<file path="config.mk">
export PLATFORM = sky130hd
export DESIGN_NAME = dac_mode_control
export DESIGN_NICKNAME = d
export VERILOG_FILES = /design/src/hdl/dac_mode_pkg.sv /design/src/hdl/dac_mode_control.sv
export SDC_FILE = /design/constraint.sdc
export NUM_CORES = 1
export LEC_CHECK = 0
export ABC_CLOCK_PERIOD_IN_PS = 1900
export BUFFER_PORTS_ARGS = -buffer_cell sky130_fd_sc_hd__buf_2
export CORE_MARGIN = 1
export CORE_UTILIZATION = 43
export CTS_CLUSTER_SIZE = 24
export DETAILED_ROUTE_END_ITERATION = 8
export PLACE_DENSITY = 0.77
export SLEW_MARGIN = 20
export SYNTH_ARGS = -nofsm -noshare
export SYNTH_HDL_FRONTEND = slang
export SYNTH_SLANG_ARGS = --single-unit
</file>
<file path="constraint.sdc">
create_clock -name mclk -period 1.9 [get_ports mclk]
set_input_delay 0.19 -clock mclk [delete_from_list [all_inputs] [get_ports mclk]]
set_output_delay 0.19 -clock mclk [all_outputs]
set_load 0.02 [all_outputs]
</file>
<file path="src/hdl/dac_mode_pkg.sv">
// How it works
// - mode 000 disables everything, opens all switches
// - reset leaves mode at 000 off
// - mode 001 amplifier only, switch one closed
// - mode 010 ladder only, all switches open
// - mode 100 ladder, switch three closed
// - mode 101 both, switches one and three closed
// - mode 111 both, switch two closed
// - ladder enabled drives internal level node
// - reduced range: code*0.8/256 plus 0.1 span
// - full range: code*span/256 above ref_low
// - reset selects full voltage range
// - unsupported mode writes keep the mode but still write range and drive
package dac_mode_pkg;

  // ==========================================
  // register map, word index = byte address / 4
  localparam logic [2:0] CTRL_IDX   = 3'h0;  // control register
  localparam logic [2:0] LEVEL_IDX  = 3'h2;  // level code register
  localparam int         ADDR_W     = 5;     // byte address width

  // ==========================================
  // control register fields
  localparam int         RANGE_BIT  = 7;     // full range select
  localparam int         DRIVE_BIT  = 6;     // amplifier drive select
  localparam int         MODE_LSB   = 0;     // mode field low bit
  localparam int         MODE_W     = 3;     // mode field width

  // ==========================================
  // values after reset
  localparam logic       RANGE_RST  = 1'h1;  // full range
  localparam logic       DRIVE_RST  = 1'h0;  // low drive
  localparam logic [7:0] LEVEL_RST  = 8'h00; // level code

  // ==========================================
  // mode codes
  typedef enum logic [2:0] {
    MODE_OFF   = 3'h0,  // everything off
    MODE_AMP   = 3'h1,  // amplifier only
    MODE_INT   = 3'h2,  // internal ladder only
    MODE_UNBUF = 3'h4,  // ladder to unbuffered pin
    MODE_BOTH  = 3'h5,  // ladder and free amplifier
    MODE_BUF   = 3'h7   // amplifier buffers ladder
  } mode_t;

  // ==========================================
  // level scaling in units of span/2560
  localparam logic [11:0] FULL_MUL  = 12'h00a; // 10 units per code step
  localparam logic [11:0] RED_MUL   = 12'h008; // 8 units per code step
  localparam logic [11:0] RED_OFS   = 12'h100; // 256 units = 0.1 span

endpackage : dac_mode_pkg

</file>
<file path="src/hdl/dac_mode_control.sv">
`timescale 1ns/1ns
module dac_mode_control (
  input  wire logic        mclk,           // 10 mhz system clock
  input  wire logic        rst,            // synchronous reset, high
  input  wire logic        ce,             // clock enable, low freezes
  input  wire logic [4:0]  address,        // avalon byte address
  input  wire logic        read,           // avalon read
  input  wire logic        write,          // avalon write
  input  wire logic [31:0] writedata,      // avalon write data
  input  wire logic [3:0]  byteenable,     // avalon byte enables
  output logic      [31:0] readdata,       // avalon read data
  output logic             waitrequest,    // avalon wait
  output logic             ladder_en_q,    // resistor network enable
  output logic             amp_en_q,       // amplifier enable
  output logic             switch_one_q,   // 1 = switch one closed
  output logic             switch_two_q,   // 1 = switch two closed
  output logic             switch_three_q, // 1 = switch three closed
  output logic             node_en_q,      // internal level node live
  output logic             drive_high_q,   // amplifier high drive
  output logic             range_select_q, // 1 = full range
  output logic      [7:0]  level_code_q,   // ladder level code
  output logic      [11:0] level_frac_q    // output in span/2560 above ref_low
);

  // ==========================================
  // helper functions

  // decode mode into {ladder, amp, s1, s2, s3}
  function automatic logic [4:0] decode(input logic [2:0] m);
    logic [4:0] r;
    r = 5'h00;
    case (m)
      dac_mode_pkg::MODE_OFF:   r = 5'b00000;
      dac_mode_pkg::MODE_AMP:   r = 5'b01100;
      dac_mode_pkg::MODE_INT:   r = 5'b10000;
      dac_mode_pkg::MODE_UNBUF: r = 5'b10001;
      dac_mode_pkg::MODE_BOTH:  r = 5'b11101;
      dac_mode_pkg::MODE_BUF:   r = 5'b11010;
      default:                  r = 5'b00000; // never stored
    endcase
    return r;
  endfunction : decode

  // true for the six documented codes
  function automatic logic supported(input logic [2:0] m);
    logic ok;
    ok = 1'b0;
    case (m)
      dac_mode_pkg::MODE_OFF,
      dac_mode_pkg::MODE_AMP,
      dac_mode_pkg::MODE_INT,
      dac_mode_pkg::MODE_UNBUF,
      dac_mode_pkg::MODE_BOTH,
      dac_mode_pkg::MODE_BUF: ok = 1'b1;
      default:                ok = 1'b0;
    endcase
    return ok;
  endfunction : supported

  // level in span/2560 units for both ranges
  function automatic logic [11:0] scale(input logic [7:0] c,
                                        input logic       full);
    logic [11:0] v;
    v = 12'h000;
    if (full) begin
      v = 12'(c * dac_mode_pkg::FULL_MUL);
    end else begin
      v = 12'(c * dac_mode_pkg::RED_MUL) + dac_mode_pkg::RED_OFS;
    end
    return v;
  endfunction : scale

  // ==========================================
  // bus slave state
  logic        ack_q;       // second cycle of a request
  logic        ack_d;
  logic [31:0] rdata_q;     // read data register
  logic [31:0] rdata_d;
  logic [2:0]  mode_q;      // stored mode code
  logic [2:0]  mode_d;
  logic        range_q;     // stored range bit
  logic        range_d;
  logic        drive_q;     // stored drive bit
  logic        drive_d;
  logic [7:0]  code_q;      // stored level code
  logic [7:0]  code_d;
  logic        req;         // request present
  logic        aligned;     // word aligned address
  logic [2:0]  idx;         // word index
  logic        wr_go;       // write taken this edge
  logic [2:0]  wmode;       // mode field of write data

  assign req         = read | write;
  assign aligned     = (address[1:0] == 2'h0);
  assign idx         = address[4:2];
  assign wmode       = writedata[dac_mode_pkg::MODE_LSB +: dac_mode_pkg::MODE_W];
  // one wait cycle, then the request completes
  assign waitrequest = req & ~ack_q;
  assign wr_go       = write & ack_q & ce;
  assign readdata    = rdata_q;

  // ==========================================
  // bus next values
  always_comb begin
    ack_d   = ack_q;
    rdata_d = rdata_q;
    mode_d  = mode_q;
    range_d = range_q;
    drive_d = drive_q;
    code_d  = code_q;
    // ack toggles once per request
    ack_d = req & ~ack_q;
    // read data gathered in the wait cycle
    if (read & ~ack_q) begin
      rdata_d = 32'h0000_0000;
      if (aligned && idx == dac_mode_pkg::CTRL_IDX) begin
        rdata_d[dac_mode_pkg::RANGE_BIT] = range_q;
        rdata_d[dac_mode_pkg::DRIVE_BIT] = drive_q;
        rdata_d[dac_mode_pkg::MODE_LSB +: dac_mode_pkg::MODE_W] = mode_q;
      end else if (aligned && idx == dac_mode_pkg::LEVEL_IDX) begin
        rdata_d[7:0] = code_q;
      end
    end
    // writes land on the completing edge
    if (write & ack_q & byteenable[0] & aligned) begin
      if (idx == dac_mode_pkg::CTRL_IDX) begin
        range_d = writedata[dac_mode_pkg::RANGE_BIT];
        drive_d = writedata[dac_mode_pkg::DRIVE_BIT];
        // reserved codes leave the mode alone
        if (supported(wmode)) begin
          mode_d = wmode;
        end
      end else if (idx == dac_mode_pkg::LEVEL_IDX) begin
        code_d = writedata[7:0];
      end
    end
  end

  // bus registers, reset wins over enable
  always_ff @(posedge mclk) begin
    if (rst) begin
      ack_q   <= 1'b0;
      rdata_q <= 32'h0000_0000;
      mode_q  <= dac_mode_pkg::MODE_OFF;
      range_q <= dac_mode_pkg::RANGE_RST;
      drive_q <= dac_mode_pkg::DRIVE_RST;
      code_q  <= dac_mode_pkg::LEVEL_RST;
    end else if (ce) begin
      ack_q   <= ack_d;
      rdata_q <= rdata_d;
      mode_q  <= mode_d;
      range_q <= range_d;
      drive_q <= drive_d;
      code_q  <= code_d;
    end
  end

  // ==========================================
  // decoded control outputs
  logic [4:0]  dec_d;      // {ladder, amp, s1, s2, s3}
  logic        node_d;     // internal node enable
  logic [11:0] frac_d;     // scaled level

  // decode from stored settings
  always_comb begin
    dec_d  = decode(mode_q);
    node_d = dec_d[4];
    frac_d = scale(code_q, range_q);
  end

  // outputs lag the stored settings by one edge
  always_ff @(posedge mclk) begin
    if (rst) begin
      ladder_en_q    <= 1'b0;
      amp_en_q       <= 1'b0;
      switch_one_q   <= 1'b0;
      switch_two_q   <= 1'b0;
      switch_three_q <= 1'b0;
      node_en_q      <= 1'b0;
      drive_high_q   <= dac_mode_pkg::DRIVE_RST;
      range_select_q <= dac_mode_pkg::RANGE_RST;
      level_code_q   <= dac_mode_pkg::LEVEL_RST;
      level_frac_q   <= 12'h000;
    end else if (ce) begin
      ladder_en_q    <= dec_d[4];
      amp_en_q       <= dec_d[3];
      switch_one_q   <= dec_d[2];
      switch_two_q   <= dec_d[1];
      switch_three_q <= dec_d[0];
      node_en_q      <= node_d;
      drive_high_q   <= drive_q;
      range_select_q <= range_q;
      level_code_q   <= code_q;
      level_frac_q   <= frac_d;
    end
  end

  logic [4:0] outs;  // decoded outputs gathered
  assign outs = {ladder_en_q, amp_en_q, switch_one_q, switch_two_q, switch_three_q};
endmodule : dac_mode_control

</file>
# After elaboration in Yosys (flattened, before gate mapping)

Cells that the tools add are included.

Output and inout bits: 61
Input bits: 46
Register bits: 49
Word-level logic and storage cells: 55

Bitwise gates (word level): 8
Eq/ne operators: 11
Multipliers: 1
$add $sub $neg: 1
Multiplexer cells: 9
Reduce and logical (&&, ||, !) cells: 10

Operators with widths:

| cell                                                                | count |
|---|---|
| 5-bit case mux with 5 select lines                                  | 1 |
| 3-bit == test, second input constant                                | 6 |
| 11-bit by 9-bit adder with 12-bit output, second input constant     | 1 |
| 12-bit 2-to-1 mux                                                   | 1 |
| 8-bit by 3-bit multiplier with 11-bit output, second input constant | 1 |
| 3-bit by 2-bit == test with 1-bit output, second input constant     | 3 |
| 8-bit 2-to-1 mux                                                    | 1 |
| 4-bit AND reduction                                                 | 2 |
| 3-bit by 1-bit == test with 1-bit output, second input constant     | 2 |
| 3-bit logical NOT                                                   | 2 |
| 3-bit 2-to-1 mux                                                    | 2 |
| 6-bit OR reduction                                                  | 1 |
| 1-bit bitwise AND                                                   | 5 |
| 1-bit 2-to-1 mux                                                    | 3 |
| 3-bit AND reduction                                                 | 1 |
| 1-bit logical AND                                                   | 2 |
| 2-bit logical NOT                                                   | 1 |
| 2-bit 2-to-1 mux                                                    | 1 |
| 1-bit inverter                                                      | 2 |
| 2-bit AND reduction                                                 | 1 |
| 1-bit OR                                                            | 1 |

# Depth between registers and ports, before layout

Word-level depth: 6
Depth in mapped cells: 8
Mapped depth without buffers: 8

# Worst setup path after synthesis

Ideal clock, no wire load.

Path kind: flip-flop to flip-flop
Start point: register code_q[1]
End point: register level_frac_q[10]
Path buffers: 0
Arrival: 1,908 ps
Cell stages (with the launch flop): 9
Required time: 1,788 ps
Clock period less this slack: 2,020 ps
Path slack: -120 ps
Setup time: 112 ps
Path through: dfxtp_1 -> ha_1 -> ha_1 -> inv_1 -> fa_1 -> nor2b_1 -> o31ai_1 -> a21o_1 -> a2111oi_1

Longest elaborated chain between the ends: 2
Elaborated cells on any way between the ends: 3
Those cells by class: add/sub (1); mul (1); mux (1)

RTL lines:

| what                                                                                                            | RTL line                                       | text |
|---|---|---|
| start: declaration                                                                                              | dac_mode_control.sv:85                         | `logic [7:0] code_q;` |
| start signal: assignment                                                                                        | dac_mode_control.sv:147                        | `code_q <= dac_mode_pkg::LEVEL_RST;` |
| start signal: assignment                                                                                        | dac_mode_control.sv:154                        | `code_q <= code_d;` |
| 8-bit by 3-bit multiplier with 11-bit output / 11-bit by 9-bit adder with 12-bit output (equally long branches) | dac_mode_control.sv:66, dac_mode_control.sv:68 |  |
| 12-bit 2-to-1 mux *                                                                                             | dac_mode_control.sv:65                         | `if (full) begin` |
| end signal: assignment                                                                                          | dac_mode_control.sv:194                        | `level_frac_q <= frac_d;` |
| end: declaration                                                                                                | dac_mode_control.sv:22                         | `output logic [11:0] level_frac_q` |

Mark *: on every way between the ends. The rest lies on a longest branch, timed or not.
A chain may end at the register's enable or synchronous reset.

# Final worst setup path

Start point: register code_q[3]
End point: register level_frac_q[10]

Same word-level chain as after synthesis.

==> key figures <==
Timing
  • Max Clock Skew: roughly 0.0063 ns
  • Fmax: 0.488 GHz
  • # setup viols final: 3
  • Max-slew headroom: 63.2%
  • Setup ws final: -0.147 ns
  • Hold Fails Final Rpt: 0
  • Unrepaired setup endpoints after global routing: yes
  • Period utilization: 108%
  • Clock period minus worst slack: slightly above 2 ns
  • Slew @ Worst Pin: 0.550 ns
  • Final Slew Violations: 0

GRT
  • GR met3 Demand/Resource: 5.12%
  • Vias in the first global route: 2,016
  • Initial antenna violation count: 0
  • GRT overflow: 0
  • GRT Max-Usage Layer: met2
  • GR Layer Usage met2: 34.7%
  • Largest net degree at the start of global routing: 43
  • GRT Total Usage: 20.0%
  • GR Util met1: 24.7%
  • Global-route wire length before repair: 9530 microns

Die
  • Ports: 107
  • Die area: about 6100 sq um
  • Core area: 5540 sq um
  • Cell Rows: 27
  • Die Width: just under 80 microns
  • Starting Density: 45.1%
  • Die Span Y: 78.3 microns

Clock network
  • Clock Sinks: 48
  • Total CTS buffers: 5
  • CTS tree: yes
  • Worst skew pair latency: 0.30 ns
  • Clock root cell: clkbuf_8
  • H-tree levels: 2
  • Max Root-Sink Buffers: 2
  • Clock Pin Slew Worst Setup and Hold Paths: 0.09 ns
  • Hold buffer count at cts: 0

Yosys
  • Synthesized flop and latch total: 48
  • Post-synthesis cell count: 282
  • Post-synthesis compound-gate area fraction: 16.1%
  • Asr flop ratio synth: 0%
  • Top cells by area, synth: dfxtp_1 38%, mux2i_1 8.8%, buf_4 7.8%
  • List of most frequent post-synthesis cells: 48 x dfxtp_1, 44 x nor2_1, 26 x buf_4
  • Unique masters post-synth: 48
  • YS warnings: 0
  • Post-synth EDFFs: 0
  • Cell accounting for the most synthesized area: dfxtp_1
  • Largest family of logic cells by synthesized area: simple AND/OR/NAND/NOR gates
  • Xor/xnor cell area share of the yosys netlist: 0.700%
  • Post-synthesis simple-gate area fraction: roughly 16%
  • Synthesized area per cell: 8.87 sq um
  • Count leader, synth: dfxtp_1
  • Sequential area share after synthesis: around 38%
  • Top FF cell, synth: dfxtp_1
  • Top cell type's share of synthesized area: between 30% and 40%
  • Synthesized cell area: roughly 2500 sq um
  • Synth Area in Adders: about 7.3%
  • Post-synthesis mux area share: under 10%

Power
  • P_leak: ~0.0014 uW
  • Power after layout: between 1500 and 2000 uW
  • Peak VDD IR: 0.407 mV
  • PwrDens: 614 nW/um^2

Layout
  • Design area: 3250 sq um
  • Final Util: 58.7%
  • Syn-to-layout area delta: 30.0%
  • Final net count: 417
  • Non-filler cells, final: 430
  • Antenna cells: 0
  • Layout cells sized above 1: a little over a third

Hold path
  • Worst Hold Class: in -> reg

Placement
  • Global placement routability congestion: 0.853
  • Post-DP Area: 2880 sq um
  • DP Worst Slack: -0.198 ns
  • Hpwl dp: between 4000 and 5000 microns
  • Placed instance count: 416
  • # port buffers: 54

Routing
  • Detailed Routing Iterations Pass 1: 4
  • 1st-iter DRT viols: roughly 150
  • Final wirelength: 6090 microns
  • DRT antenna net count: 0
  • DRC Markers: 0
  • Vias: around 2,200
  • Routed WL per cell: approximately 14 microns
  • Via-to-Cell Ratio: 5.14

Worst setup path
  • Critical path's top delay family: adder cells
  • Req. time, crit path: 2.10 ns
  • Worst Path Buf+Inv: 1
  • CP arrival: 2.25 ns
  • Crit end category: flop
  • Slowest-stage cell, CP: fa_2
  • Crit path largest cell delay: roughly 0.38 ns
  • CP Class: reg -> reg
  • Worst Path Max Fanout: 3
  • Most numerous cell on the critical path: ha_4
  • Startpoint Class: flop
  • Crit path cell chain: ha_4 -> ha_4 -> inv_2 -> fa_2 -> nor2b_4 -> o31ai_4 -> a21o_1 -> a2111oi_4

Run
  • Max-cap viol count: 0

Status
  • Status: complete, but fails checks
  • Violated checks: setup timing
[power breakdown]
group	internal [uW]	total, uW	switching [uW]	leakage, uW
combinational	60.6	214	153	0.00100
sequential	1020	1030	10.2	0.000392
clock	396	753	356	0.0000548
[final cells by class]
type	instances	area, sq um
fillers	481	2290
multi-input cells	207	1530
flip-flops and latches	48	970
repair buffers	84	503
well taps	72	90.1
clock buffers	5	68.8
clock inverters	3	46.3
inverters	11	41.3
[kinds of logic after synthesis]
group,after synthesis
multiplexers,22
XOR/XNOR,2
AND/OR/NAND/NOR,86
adder cells (fa/ha/maj),14
buffers and inverters,51
flip-flops,48
other,1
AO/OA/AOI/OAI,58
[sequential cells by signal (all words and copies together), names as in the netlist, 3 cells and up]
signal and cells:
code_q 8, level_code_q 8, level_frac_q 11, mode_q 3, readdata 8
[stage by stage]
stage / setup TNS [ns] / hold WS (ns)
final: -0.227 / 0.130
after global routing: -0.539 / 0.124
after CTS: -0.152 / 0.123
after detailed placement: -0.463 / 0.446
after global placement: -0.359 / 0.435
after floorplan: -0.0859 / 0.308
[placed cells by master, fill, tap and decap left out, drive strengths merged, types with 8 or more instances in the layout]
cell	count
buf	84
dfxtp	48
nor2	44
conb	25
mux2i	22
a21oi	17
nand2	14
ha	13
inv	12
nor3	8
[per-layer routing]
| metal | routed length, microns | part of all wire, % |
|---|---|---|
| met5 | 0 | 0 |
| met4 | 65 | 1.1 |
| met3 | 329 | 5.4 |
| met2 | 3020 | 50 |
| met1 | 2680 | 44 |
[worst reg2reg max path: stages, from the launching register on]
cell and delay [ns]:
dfxtp_4 0.37, ha_4 0.27, ha_4 0.13, inv_2 0.03, fa_2 0.38, nor2b_4 0.18
o31ai_4 0.09, a21o_1 0.20, a2111oi_4 0.30
[timing repair]
item / CTS / global route
setup endpoints to repair: 5 / 5
gates cloned: 0 / 0
resized for setup: 19 / 15
pin swaps: 5 / 8
buffers inserted: 3 / 3
[path summary, 6_finish.rpt]
check	startpoint	to	slack, ns	cells past startpoint
setup / recovery	code_q[3]$_SDFFE_PP0P_	level_frac_q[10]$_SDFFE_PP0P_	-0.15	8
hold / removal	writedata[3]	code_q[3]$_SDFFE_PP0P_	0.13	3
hold reg to reg	range_select_q$_SDFFE_PP1P_	range_select_q$_SDFFE_PP1P_	0.46	2
setup reg to reg	code_q[3]$_SDFFE_PP0P_	level_frac_q[10]$_SDFFE_PP0P_	-0.15	8
(Power assumes the default switching activity.)
